### config.mk
export PLATFORM = sky130hd
export DESIGN_NAME = system_clock_manager
export DESIGN_NICKNAME = d
export VERILOG_FILES = /design/src/hw/clk_mgr_pkg.sv /design/src/hw/bit_sync.sv /design/src/hw/system_clock_manager.sv
export SDC_FILE = /design/constraint.sdc
export NUM_CORES = 1
export LEC_CHECK = 0
export ABC_CLOCK_PERIOD_IN_PS = 2750
export BUFFER_PORTS_ARGS = -buffer_cell sky130_fd_sc_hd__buf_2
export CAP_MARGIN = 10
export CORE_MARGIN = 10
export CORE_UTILIZATION = 40
export CTS_BUF_LIST = sky130_fd_sc_hd__clkbuf_8
export DETAILED_ROUTE_END_ITERATION = 12
export HOLD_SLACK_MARGIN = 0.08
export SLEW_MARGIN = 20
export SYNTH_ARGS = -nofsm -noshare
export SYNTH_HDL_FRONTEND = slang
export SYNTH_SLANG_ARGS = --single-unit
### constraint.sdc
create_clock -name clock_in -period 2.75 [get_ports clock_in]
set_input_delay 0.825 -clock clock_in [delete_from_list [all_inputs] [get_ports clock_in]]
set_output_delay 0.825 -clock clock_in [all_outputs]
set_load 0.01 [all_outputs]
### src/hw/clk_mgr_pkg.sv
package clk_mgr_pkg;

    // Timing base
    localparam int CLK_MHZ         = 100;              // clock_in rate
    localparam int XTAL_SETTLE_US  = 1000;             // Fast crystal settle, 1 ms
    localparam int XTAL_SETTLE_CYC = XTAL_SETTLE_US * CLK_MHZ;
    localparam int SLOW_SETTLE_MS  = 1000;             // Slow crystal settle, 1 second
    localparam int SLOW_SETTLE_CYC = SLOW_SETTLE_MS * 1000 * CLK_MHZ;
    localparam int XCNT_W          = 17;
    localparam int SCNT_W          = 27;

    // Register bus
    localparam int ADDR_W = 4;
    localparam int DATA_W = 8;
    localparam logic [ADDR_W-1:0] ADDR_CLK_CTRL  = 4'h0;
    localparam logic [ADDR_W-1:0] ADDR_RC_TRIM   = 4'h1;
    localparam logic [ADDR_W-1:0] ADDR_SLOW_CTRL = 4'h2;
    localparam logic [ADDR_W-1:0] ADDR_STATUS    = 4'h3;

    // Clock control fields
    localparam int CTRL_SRC_BIT    = 0;
    localparam int CTRL_MANUAL_BIT = 1;
    localparam int CTRL_DIV_LSB    = 2;
    localparam int DIV_SEL_W       = 3;
    localparam logic [DIV_SEL_W-1:0] DIV_SEL_RESET = 3'h1;    // Divide by two
    localparam logic [DIV_SEL_W-1:0] DIV_SEL_MAX   = 3'h5;    // Divide by 32

    // Slow clock control fields
    localparam int SLOW_PULL_LSB = 2;
    localparam logic [1:0] PULL_RESET = 2'h3;
    localparam logic [7:0] TRIM_RESET = 8'h00;

    // Status fields
    localparam int STAT_RC_BIT     = 0;
    localparam int STAT_XRDY_BIT   = 1;
    localparam int STAT_SRDY_BIT   = 2;
    localparam int STAT_SLEEP_BIT  = 3;
    localparam int STAT_SRC_LSB    = 4;

    // Edge counter of the derived clocks
    localparam int EDGE_CNT_W = 6;
    localparam logic [EDGE_CNT_W-1:0] EDGE_WRAP = 6'h3F;

    typedef enum logic [1:0] {
        SLOW_RC   = 2'b00,
        SLOW_XTAL = 2'b01,
        SLOW_EXT  = 2'b10
    } slow_src_t;

endpackage : clk_mgr_pkg

### src/hw/bit_sync.sv
`timescale 1ns/1ps
module bit_sync
#(
    parameter int WIDTH = 1
)
(
    input  wire logic             clock_in,  // System clock
    input  wire logic             rst_b_in,  // Async reset, active low
    input  wire logic [WIDTH-1:0] async_in,  // Foreign-domain levels
    output logic      [WIDTH-1:0] sync_out   // Two-stage synchronised
);

    typedef struct packed {
        logic [WIDTH-1:0] meta;
        logic [WIDTH-1:0] stable;
    } sync_state_t;

    sync_state_t state_q;
    sync_state_t state_d;

    // First stage feeds only the second
    always_comb
    begin
        state_d.meta   = async_in;
        state_d.stable = state_q.meta;
    end

    always_ff @(posedge clock_in or negedge rst_b_in)
    begin
        if (!rst_b_in)
            state_q <= '0;
        else
            state_q <= state_d;
    end

    assign sync_out = state_q.stable;

endmodule : bit_sync

### src/hw/system_clock_manager.sv
// How it works
// - System clock from fast crystal or RC
// - Peripheral clock is system clock halved
// - Reset starts on RC, auto crystal switch
// - CPU runs at once after reset
// - Wake starts on RC, auto switch again
// - Manual option cancels auto switch after sleep
// - Software selects source; status shows RC active
// - RC trim value drives oscillator frequency
// - CPU clock defaults to divide by two
// - CPU divider factors 1 through 32
// - Slow domain from RC, crystal or module
// - External slow source never reverts to RC
// - Slow crystal: immediate switch, ready after settle
// - Slow crystal disables both pin pull-ups
// - External slow source forces pin 0 to input
// - Slow domain runs, ticks wake timers
// - Sleep halts CPU; four sources wake it
//
// The address-and-strobe port and the address map were decided locally.
`timescale 1ns/1ps
module system_clock_manager
    import clk_mgr_pkg::*;
#(
    parameter logic [XCNT_W-1:0] XTAL_SETTLE_CYCLES = XCNT_W'(XTAL_SETTLE_CYC),
    parameter logic [SCNT_W-1:0] SLOW_SETTLE_CYCLES = SCNT_W'(SLOW_SETTLE_CYC)
)
(
    input  wire logic              clock_in,                 // 100 MHz clock
    input  wire logic              rst_b_in,                 // Async reset, active low
    input  wire logic [ADDR_W-1:0] reg_addr_in,              // Register index
    input  wire logic [DATA_W-1:0] reg_wdata_in,             // Write data
    input  wire logic              reg_wr_in,                // Write strobe
    input  wire logic              reg_rd_in,                // Read strobe
    output logic      [DATA_W-1:0] reg_rdata_out,            // Read data, next cycle
    input  wire logic              rc_osc_in,                // Fast RC oscillator
    input  wire logic              xtal_osc_in,              // Fast crystal oscillator
    output logic                   xtal_en_out,              // Fast crystal enable
    output logic      [7:0]        rc_trim_out,              // RC calibration trim
    output logic                   periph_clk_out,           // Peripheral clock
    output logic                   periph_tick_out,          // Peripheral rising edge
    output logic                   cpu_clk_out,              // CPU clock
    output logic                   cpu_run_out,              // CPU allowed to run
    input  wire logic              sleep_req_in,             // Enter sleep, pulse
    input  wire logic              wake_timer_irq_in,        // Wake timer event
    input  wire logic              wake_pin_irq_in,          // Pin event
    input  wire logic              wake_cmp_irq_in,          // Comparator event
    input  wire logic              wake_pcnt_irq_in,         // Pulse counter event
    input  wire logic              slow_rc_osc_in,           // Slow RC oscillator
    input  wire logic              slow_clock_input_pin_in,  // Slow crystal or module
    output logic                   slow_clk_out,             // Slow domain clock
    output logic                   slow_tick_out,            // Slow rising edge
    output logic                   slow_xtal_en_out,         // Slow crystal enable
    input  wire logic [1:0]        pin_oe_req_in,            // Pin drive requests
    output logic      [1:0]        pin_oe_out,               // Pin output enables
    output logic      [1:0]        pin_pullup_out            // Pin pull-up enables
);

    typedef struct packed {
        logic                    asleep;
        logic                    act_xtal;
        logic                    want_xtal;
        logic                    manual;
        logic [DIV_SEL_W-1:0]    div_sel;
        logic [DIV_SEL_W-1:0]    div_pend;
        logic [7:0]              trim;
        logic [XCNT_W-1:0]       xcnt;
        logic                    xrdy;
        logic [EDGE_CNT_W-1:0]   cnt;
        logic                    periph;
        logic                    periph_tick;
        logic                    cpu;
        logic                    rc_prev;
        logic                    xt_prev;
        slow_src_t               slow_src;
        logic [SCNT_W-1:0]       scnt;
        logic                    srdy;
        logic                    slow_lvl;
        logic                    slow_tick;
        logic [1:0]              pull;
        logic [1:0]              pin_oe;
        logic [1:0]              pin_pu;
        logic [DATA_W-1:0]       rdata;
    } mgr_state_t;

    mgr_state_t state_q;
    mgr_state_t state_d;
    logic [3:0] osc_s;

    // Mask of edge counts at which the CPU clock toggles
    function automatic logic [EDGE_CNT_W-1:0] div_mask(input logic [DIV_SEL_W-1:0] sel);
        logic [EDGE_CNT_W-1:0] one;
        one = 6'h01;
        return (one << sel) - one;
    endfunction : div_mask

    // Foreign oscillators and pins pass two flops
    bit_sync #(
        .WIDTH    (4)
    ) u_osc_sync (
        .clock_in (clock_in),
        .rst_b_in (rst_b_in),
        .async_in ({slow_clock_input_pin_in, slow_rc_osc_in, xtal_osc_in, rc_osc_in}),
        .sync_out (osc_s)
    );

    always_comb
    begin
        logic            rc_edge;
        logic            xt_edge;
        logic            sys_edge;
        logic            wake_any;
        logic            slow_now;
        logic [DIV_SEL_W-1:0] new_div;
        slow_src_t       new_src;
        rc_edge  = 1'b0;
        xt_edge  = 1'b0;
        sys_edge = 1'b0;
        wake_any = 1'b0;
        slow_now = 1'b0;
        new_div  = '0;
        new_src  = SLOW_RC;
        state_d  = state_q;

        // Both edges of the chosen oscillator step the dividers
        rc_edge  = osc_s[0] ^ state_q.rc_prev;
        xt_edge  = osc_s[1] ^ state_q.xt_prev;
        sys_edge = state_q.act_xtal ? xt_edge : rc_edge;
        state_d.rc_prev     = osc_s[0];
        state_d.xt_prev     = osc_s[1];
        state_d.periph_tick = 1'b0;

        // Crystal counted stable only after full settle time
        if (state_q.asleep)
        begin
            state_d.xcnt = '0;
            state_d.xrdy = 1'b0;
        end
        else if (!state_q.xrdy)
        begin
            if (state_q.xcnt >= XTAL_SETTLE_CYCLES - XCNT_W'(1))
                state_d.xrdy = 1'b1;
            else
                state_d.xcnt = state_q.xcnt + XCNT_W'(1);
        end

        // Derived clocks; divider changes only at wrap, source at wrap or on sleep entry
        if (!state_q.asleep && sys_edge)
        begin
            state_d.cnt = state_q.cnt + EDGE_CNT_W'(1);
            if (state_q.cnt[0])
            begin
                state_d.periph      = !state_q.periph;
                state_d.periph_tick = !state_q.periph;
            end
            if ((state_q.cnt & div_mask(state_q.div_sel)) == div_mask(state_q.div_sel))
                state_d.cpu = !state_q.cpu;
            // All derived clocks fall to low on this edge, so no pulse is cut
            if (state_q.cnt == EDGE_WRAP)
            begin
                state_d.div_sel = state_q.div_pend;
                if (state_q.want_xtal && state_q.xrdy)
                    state_d.act_xtal = 1'b1;
                else if (!state_q.want_xtal)
                    state_d.act_xtal = 1'b0;
            end
        end

        // Slow domain source; oscillator cell sits on the input pin
        unique case (state_q.slow_src)
            SLOW_RC:   slow_now = osc_s[2];
            SLOW_XTAL: slow_now = osc_s[3];
            SLOW_EXT:  slow_now = osc_s[3];
            default:   slow_now = osc_s[2];
        endcase
        state_d.slow_lvl  = slow_now;
        state_d.slow_tick = slow_now && !state_q.slow_lvl;

        // Slow crystal is used at once; ready follows the settle count
        if (state_q.slow_src != SLOW_XTAL)
        begin
            state_d.scnt = '0;
            state_d.srdy = 1'b0;
        end
        else if (!state_q.srdy)
        begin
            if (state_q.scnt >= SLOW_SETTLE_CYCLES - SCNT_W'(1))
                state_d.srdy = 1'b1;
            else
                state_d.scnt = state_q.scnt + SCNT_W'(1);
        end

        // Pin control follows the slow source
        state_d.pin_pu[0] = (state_q.slow_src == SLOW_XTAL) ? 1'b0 : state_q.pull[0];
        state_d.pin_pu[1] = (state_q.slow_src == SLOW_XTAL) ? 1'b0 : state_q.pull[1];
        state_d.pin_oe[0] = (state_q.slow_src != SLOW_RC) ? 1'b0 : pin_oe_req_in[0];
        state_d.pin_oe[1] = (state_q.slow_src == SLOW_XTAL) ? 1'b0 : pin_oe_req_in[1];

        // Register writes
        if (reg_wr_in)
        begin
            unique case (reg_addr_in)
                ADDR_CLK_CTRL:
                begin
                    new_div           = reg_wdata_in[CTRL_DIV_LSB +: DIV_SEL_W];
                    state_d.want_xtal = reg_wdata_in[CTRL_SRC_BIT];
                    state_d.manual    = reg_wdata_in[CTRL_MANUAL_BIT];
                    if (new_div <= DIV_SEL_MAX)
                        state_d.div_pend = new_div;
                end
                ADDR_RC_TRIM:
                    state_d.trim = reg_wdata_in;
                ADDR_SLOW_CTRL:
                begin
                    new_src      = slow_src_t'(reg_wdata_in[1:0]);
                    state_d.pull = reg_wdata_in[SLOW_PULL_LSB +: 2];
                    // Illegal code and any return to RC are dropped
                    if (new_src == SLOW_XTAL || new_src == SLOW_EXT)
                        state_d.slow_src = new_src;
                end
                default:
                    state_d.trim = state_q.trim;
            endcase
        end

        // Sleep entry stops the CPU and drops back to RC
        wake_any = wake_timer_irq_in | wake_pin_irq_in | wake_cmp_irq_in | wake_pcnt_irq_in;
        if (!state_q.asleep && sleep_req_in)
        begin
            state_d.asleep   = 1'b1;
            state_d.act_xtal = 1'b0;
            state_d.cnt      = '0;
            state_d.periph   = 1'b0;
            state_d.cpu      = 1'b0;
        end
        else if (state_q.asleep && wake_any)
        begin
            state_d.asleep    = 1'b0;
            state_d.want_xtal = !state_q.manual;
        end

        // Read data stand only in the cycle after the strobe
        state_d.rdata = '0;
        if (reg_rd_in)
        begin
            unique case (reg_addr_in)
                ADDR_CLK_CTRL:
                begin
                    state_d.rdata[CTRL_SRC_BIT]                   = state_q.want_xtal;
                    state_d.rdata[CTRL_MANUAL_BIT]                = state_q.manual;
                    state_d.rdata[CTRL_DIV_LSB +: DIV_SEL_W]      = state_q.div_pend;
                end
                ADDR_RC_TRIM:
                    state_d.rdata = state_q.trim;
                ADDR_SLOW_CTRL:
                begin
                    state_d.rdata[1:0]                = state_q.slow_src;
                    state_d.rdata[SLOW_PULL_LSB +: 2] = state_q.pull;
                end
                ADDR_STATUS:
                begin
                    state_d.rdata[STAT_RC_BIT]    = !state_q.act_xtal;
                    state_d.rdata[STAT_XRDY_BIT]  = state_q.xrdy;
                    state_d.rdata[STAT_SRDY_BIT]  = state_q.srdy;
                    state_d.rdata[STAT_SLEEP_BIT] = state_q.asleep;
                    state_d.rdata[STAT_SRC_LSB +: 2] = state_q.slow_src;
                end
                default:
                    state_d.rdata = '0;
            endcase
        end
    end

    // Reset: RC source, auto switch armed, CPU free to run
    always_ff @(posedge clock_in or negedge rst_b_in)
    begin
        if (!rst_b_in)
        begin
            state_q           <= '0;
            state_q.want_xtal <= 1'b1;
            state_q.div_sel   <= DIV_SEL_RESET;
            state_q.div_pend  <= DIV_SEL_RESET;
            state_q.trim      <= TRIM_RESET;
            state_q.slow_src  <= SLOW_RC;
            state_q.pull      <= PULL_RESET;
            state_q.pin_pu    <= PULL_RESET;
        end
        else
        begin
            state_q <= state_d;
        end
    end

    // Outputs straight from flops
    assign reg_rdata_out    = state_q.rdata;
    assign xtal_en_out      = !state_q.asleep;
    assign rc_trim_out      = state_q.trim;
    assign periph_clk_out   = state_q.periph;
    assign periph_tick_out  = state_q.periph_tick;
    assign cpu_clk_out      = state_q.cpu;
    assign cpu_run_out      = !state_q.asleep;
    assign slow_clk_out     = state_q.slow_lvl;
    assign slow_tick_out    = state_q.slow_tick;
    assign slow_xtal_en_out = (state_q.slow_src == SLOW_XTAL);
    assign pin_oe_out       = state_q.pin_oe;
    assign pin_pullup_out   = state_q.pin_pu;
endmodule : system_clock_manager

# [Word level (Yosys, flattened, before mapping)]
# Cells that the tools add are included.
[word_totals] ff_bits=101 out_inout_bits=28 wordCells=121
[op_classes] addsub=4 magnitude_cmp=3 n_eq_ne=15 shift=1 muxes=35 bitwise=6 n_reduce_logical=31
[op_table] operator="$mux W28" n=2
[op_table] operator="$mux W18" n=2
[op_table] operator="$add A27 B1 Y27 const B" n=1
[op_table] operator="$ge A27 B27 Y1 const B" n=1
[op_table] operator="$mux W27" n=1
[op_table] operator="$mux W1" n=19
[op_table] operator="$add A17 B1 Y17 const B" n=1
[op_table] operator="$ge A17 B17 Y1 const B" n=1
[op_table] operator="$mux W17" n=1
[op_table] operator="$pmux W4 S4" n=1
[op_table] operator="$reduce_and A2 Y1" n=8
[op_table] operator="$reduce_bool A2 Y1" n=6
[op_table] operator="$mux W9" n=1
[op_table] operator="$reduce_and A3 Y1" n=3
[op_table] operator="$eq A4 B2 Y1 const B" n=2
[op_table] operator="$mux W2" n=4
[op_table] operator="$mux W8" n=1
[op_table] operator="$mux W7" n=1
[op_table] operator="$add A6 B1 Y6 const B" n=1
[op_table] operator="$and A6 B6 Y6" n=1
[op_table] operator="$eq A6 B6 Y1" n=1
[op_table] operator="$eq A6 B6 Y1 const B" n=1
[op_table] operator="$logic_not A1 Y1" n=6
[op_table] operator="$ne A2 B1 Y1 const B" n=3
[op_table] operator="other kinds (16)" n=26

# [Depth between registers and ports, before layout]
[logic_depth] word_depth=7 mapped_depth=9

# [Hierarchy]
# A second synthesis with hierarchy kept.
[unflattened] hier_cells=486 area_unflattened_um2=5126.2
[by_module_without_submodules] module="system_clock_manager" n_inst=1 cells_per_inst=478 area_per_inst_um2=4926.0 seq_area_each_um2=2336.0
[by_module_without_submodules] module="bit_sync" n_inst=1 cells_per_inst=8 area_per_inst_um2=200.2 seq_area_each_um2=200.2

# [Worst setup path after synthesis]
# No wires, ideal clock.
[synth_timing] kind="in2reg" from="in reg_addr_in[0]" to="reg state_q[83] (netlist bit)" arrival_time_ps=2174 t_required_ps=2668 slack_ps=493 stages=5 cell_sequence="clkbuf_1 -> nor4b_1 -> nand2b_1 -> a21oi_1 -> mux2_2"
[synth_between] elab_chain_len=2
[synth_lines] element="start: declaration" line_no="system_clock_manager.sv:31" rtl="input wire logic [ADDR_W-1:0] reg_addr_in,"
[synth_lines] element="$logic_not A4 Y1" line_no="system_clock_manager.sv:202" rtl="unique case (reg_addr_in)"
[synth_lines] element="$reduce_and A3 Y1 (no source line)"
[synth_lines] element="end signal: assignment" line_no="system_clock_manager.sv:290" rtl="state_q <= state_d;"
[synth_lines] element="end: declaration" line_no="system_clock_manager.sv:86" rtl="mgr_state_t state_q;"
# Every way passes these cells.
# A chain may end at the register's enable or synchronous reset.

# [Worst setup path after layout]
[layout_timing] from="reg state_q[72] (netlist bit)" to="reg state_q[64] (netlist bit)"
[layout_between] elab_chain_len=3
[layout_lines] element="$ge A17 B17 Y1" line_no="system_clock_manager.sv:141" rtl="if (state_q.xcnt >= XTAL_SETTLE_CYCLES - XCNT_W'(1))"
[layout_lines] element="$ne A2 B2 Y1 (no source line)"
[layout_lines] element="$reduce_and A2 Y1 (no source line)"
# Every way passes these cells.

==> impl_results.md <==
- Status: finished clean
- Buffers & Inverters on Critical Path: 0
- Initial Utilization: 0.4124
- Drt wl/cell: 15.19 um
- Compound-Gate Fraction of Synth Area: 0.06460
- Vias: 3,557
- Final worst slack: 0.3129 ns
- Proportion of synthesized area in mux cells: 0.09978
- Number of max-cap violations: 0
- Yosys warnings: 0
- Total Wirelength: 10,510 um
- Int Power: 2.320 mW
- EDFF count, synth: 0
- Synthesized net count: 512
- Slew @ Worst Pin: 0.6683 ns
- Max Fclk: 410.3 MHz
- Largest area contributor in the netlist: dfrtp_1
- Die W: 132.0 um
- GP Congestion: 0.7827
- Switching portion of total power: 0.2916
- Synth-to-Final Area Change: 11.08%
- Skew final: 0.01564 ns
- Die height: 132.0 um
- I/O Buffers: 54
- Relative slew slack: 0.5506
- Grt total ovfl: 0
- Worst-path clk slew: 0.10 ns
- Largest cells by area after synthesis: dfrtp_1, mux2i_1, dfstp_2, nand2_1, mux2_2
- Fin. Hold Viols: 0
- CTS resizes: 0
- Clock buffer count from CTS: 9
- Pwr Density: 587.9 nW/um^2
- Layout cells sized above 1: 0.2176
- First-pass GRT wire length: 18,170 um
- Fin crit share: 0.8862
- Postcts setup bufs: 0
- Sequence of cells on the critical path: or4_1 -> a41oi_1 -> o21ba_2 -> nand2_4 -> or4_1 -> a31oi_1
- Maximum clock insertion buffer count: 2
- Design area: 5572 um^2
- Crit-path leading delay family: simple AND/OR/NAND/NOR gates
- Sequential power share: 0.549
- Ant. Diodes: 0
- Placed insts: 676
- Ys async rst share: 1.000
- Critical Path End Type: flop
- DRC: 0
- Crit path DAT: 2.74 ns
- Required time of the critical path: 3.05 ns
- Hold WS: 0.3536 ns
- Worst ir drop on vdd: 0.2440 mV
- Synth Area in Simple Gates: 0.2325
- Dpl cell area: 5374 um^2
- Comb pwr share: 0.168
- # rows: 40
- Fin cells: 692
- Largest net degree at the start of global routing: 49
- Critical path type: flop to flop
- LEAKAGE: 2.564 nW
- Final Max Tran Viols: 0
- Adder-Cell Fraction of Synth Area: 0.01247
- Clock power frac: 0.283
- Area of the core: 12,160 um^2
- DR vias/cell: 5.140
- CP peak stage delay: 0.56 ns
- Largest family of logic cells by synthesized area: simple AND/OR/NAND/NOR gates
- Initial antenna violation count: 0
- Main synth FF type: dfrtp_1
- Clock Latency Late Sink: 0.38 ns
- Die Footprint: 17,420 um^2
- Hpwl dp: 7484 um
- CTS root buf: clkbuf_8
- Setup-failing EPs final: 0
- Antenna viol nets, final: 0
- Ports: 55
- Cell count after synthesis: 480
- Seq/Total Area, Yosys: 0.5056
- Nets: 551
- Psw: 955.0 uW
- GR Util All Layers: 0.1244
- Avg Inst Size Synth: 10.45 um^2
- Pre-CTS setup slack: 0.2294 ns
- Setup TNS: 0 ns
- Starting DRT DRC Count: 228
- Post-layout minimum cycle time: 2.437 ns
- CP dominant cell by count: or4_1
- Worst Path Max Fanout: 16
- Mapped Area: 5016 um^2
- Crit-path slowest cell: or4_1
- Worst hold-check path type: flop to flop
- CTS Sinks: 101
- TritonCTS clock tree: built
- Yosys reg bits: 101
- CP Launch Type: flop
- Netlist cell types: 50
- Xor/xnor share of the synthesized area: 0.03318
- Area share of the largest cell type after synthesis: 0.4689
- RSZ-0062 raised after global routing: no
- CTS Hold Bufs: 0
- Vias in the first global route: 3,642
- H-tree Lvls: 3
- TritonRoute pass-1 iters: 6
==> Yosys cell counts (all sizes together), types with 9 or more instances <==
cell / instances
inv: 9
o21ai: 9
clkbuf: 14
nor2: 38
mux2: 16
nand2: 51
mux2i: 23
dfrtp: 94
nor2b: 9
nand2b: 19
nand4: 15
nand3: 22
xor2: 15
buf: 23
and3: 15
==> layer usage <==
metal  track usage  routed length [um]  vias to the layer above
met5             0                   0                        -
met4       0.03152                 158                        0
met3       0.03925                 335                       12
met2        0.2034                5119                       55
met1        0.1552                4898                     1743
li1              -                   -                     1747
==> state kept, by name, indices dropped and copies added, names as in the netlist, 2 cells and up <==
signal               flops
state_q                 68
rc_trim_out              8
reg_rdata_out            8
u_osc_sync.state_d       4
u_osc_sync.sync_out      4
pin_oe_out               2
pin_pullup_out           2
==> kinds of logic (layout without fill, tap and decap cells) <==
family,count (synthesis),after routing
AO/OA/AOI/OAI,47,47
XOR/XNOR,19,19
adder cells (fa/ha/maj),5,5
buffers and inverters,46,90
flip-flops,101,101
multiplexers,43,43
AND/OR/NAND/NOR,219,219
==> metrics by stage <==
stage	util	total power, mW
3_5_place_dp	0.4419	2.392
2_1_floorplan	-	2.183
4_1_cts	0.4574	3.335
5_1_grt	0.4581	3.474
6_report	0.4581	3.275
3_3_place_gp	0.4419	2.372
==> placed cells by master, fill, tap and decap left out, drive strengths merged, types with 11 or more instances in the layout <==
cell	instances
and3	15
nand2	51
dfrtp	94
mux2	16
nand2b	19
inv	11
nor2	38
xor2	15
nand4	15
buf	65
mux2i	23
nand3	22
==> power by group through the flow <==
stage | Combinational (mW) | Clock, mW | Sequential (mW)
after floorplan | 0.399 | 0 | 1.78
after global placement | 0.552 | 0 | 1.82
after detailed placement | 0.564 | 0 | 1.83
after CTS | 0.566 | 0.971 | 1.80
after global routing | 0.617 | 1.03 | 1.82
final | 0.551 | 0.928 | 1.80
==> path summary, 6_finish.rpt <==
check	from	end	slack (ns)	cells after the start
worst max register to register	state_q[72]$_DFFE_PN0P_	state_q[64]$_DFFE_PN0P_	0.31	6
min in group asynchronous	rst_b_in	state_q[72]$_DFFE_PN0P_	0.42	1
worst min register to register	u_osc_sync.state_d[2]$_DFF_PN0_	u_osc_sync.sync_out[2]$_DFF_PN0_	0.35	0
max in group asynchronous	rst_b_in	state_q[83]$_DFFE_PN1P_	1.66	2
worst max-delay path	state_q[72]$_DFFE_PN0P_	state_q[64]$_DFFE_PN0P_	0.31	6
worst min-delay path	u_osc_sync.state_d[2]$_DFF_PN0_	u_osc_sync.sync_out[2]$_DFF_PN0_	0.35	0
==> area by class of cell <==
type	instances	area [um^2]
fill	1164	6590
timing repair buffer	65	367.9
tap	168	210.2
inverter	9	33.78
sequential	101	2536
clock inverter	7	65.06
clock buffer	9	123.9
multi-input combinational	333	2235
(Power assumes the default switching activity.)
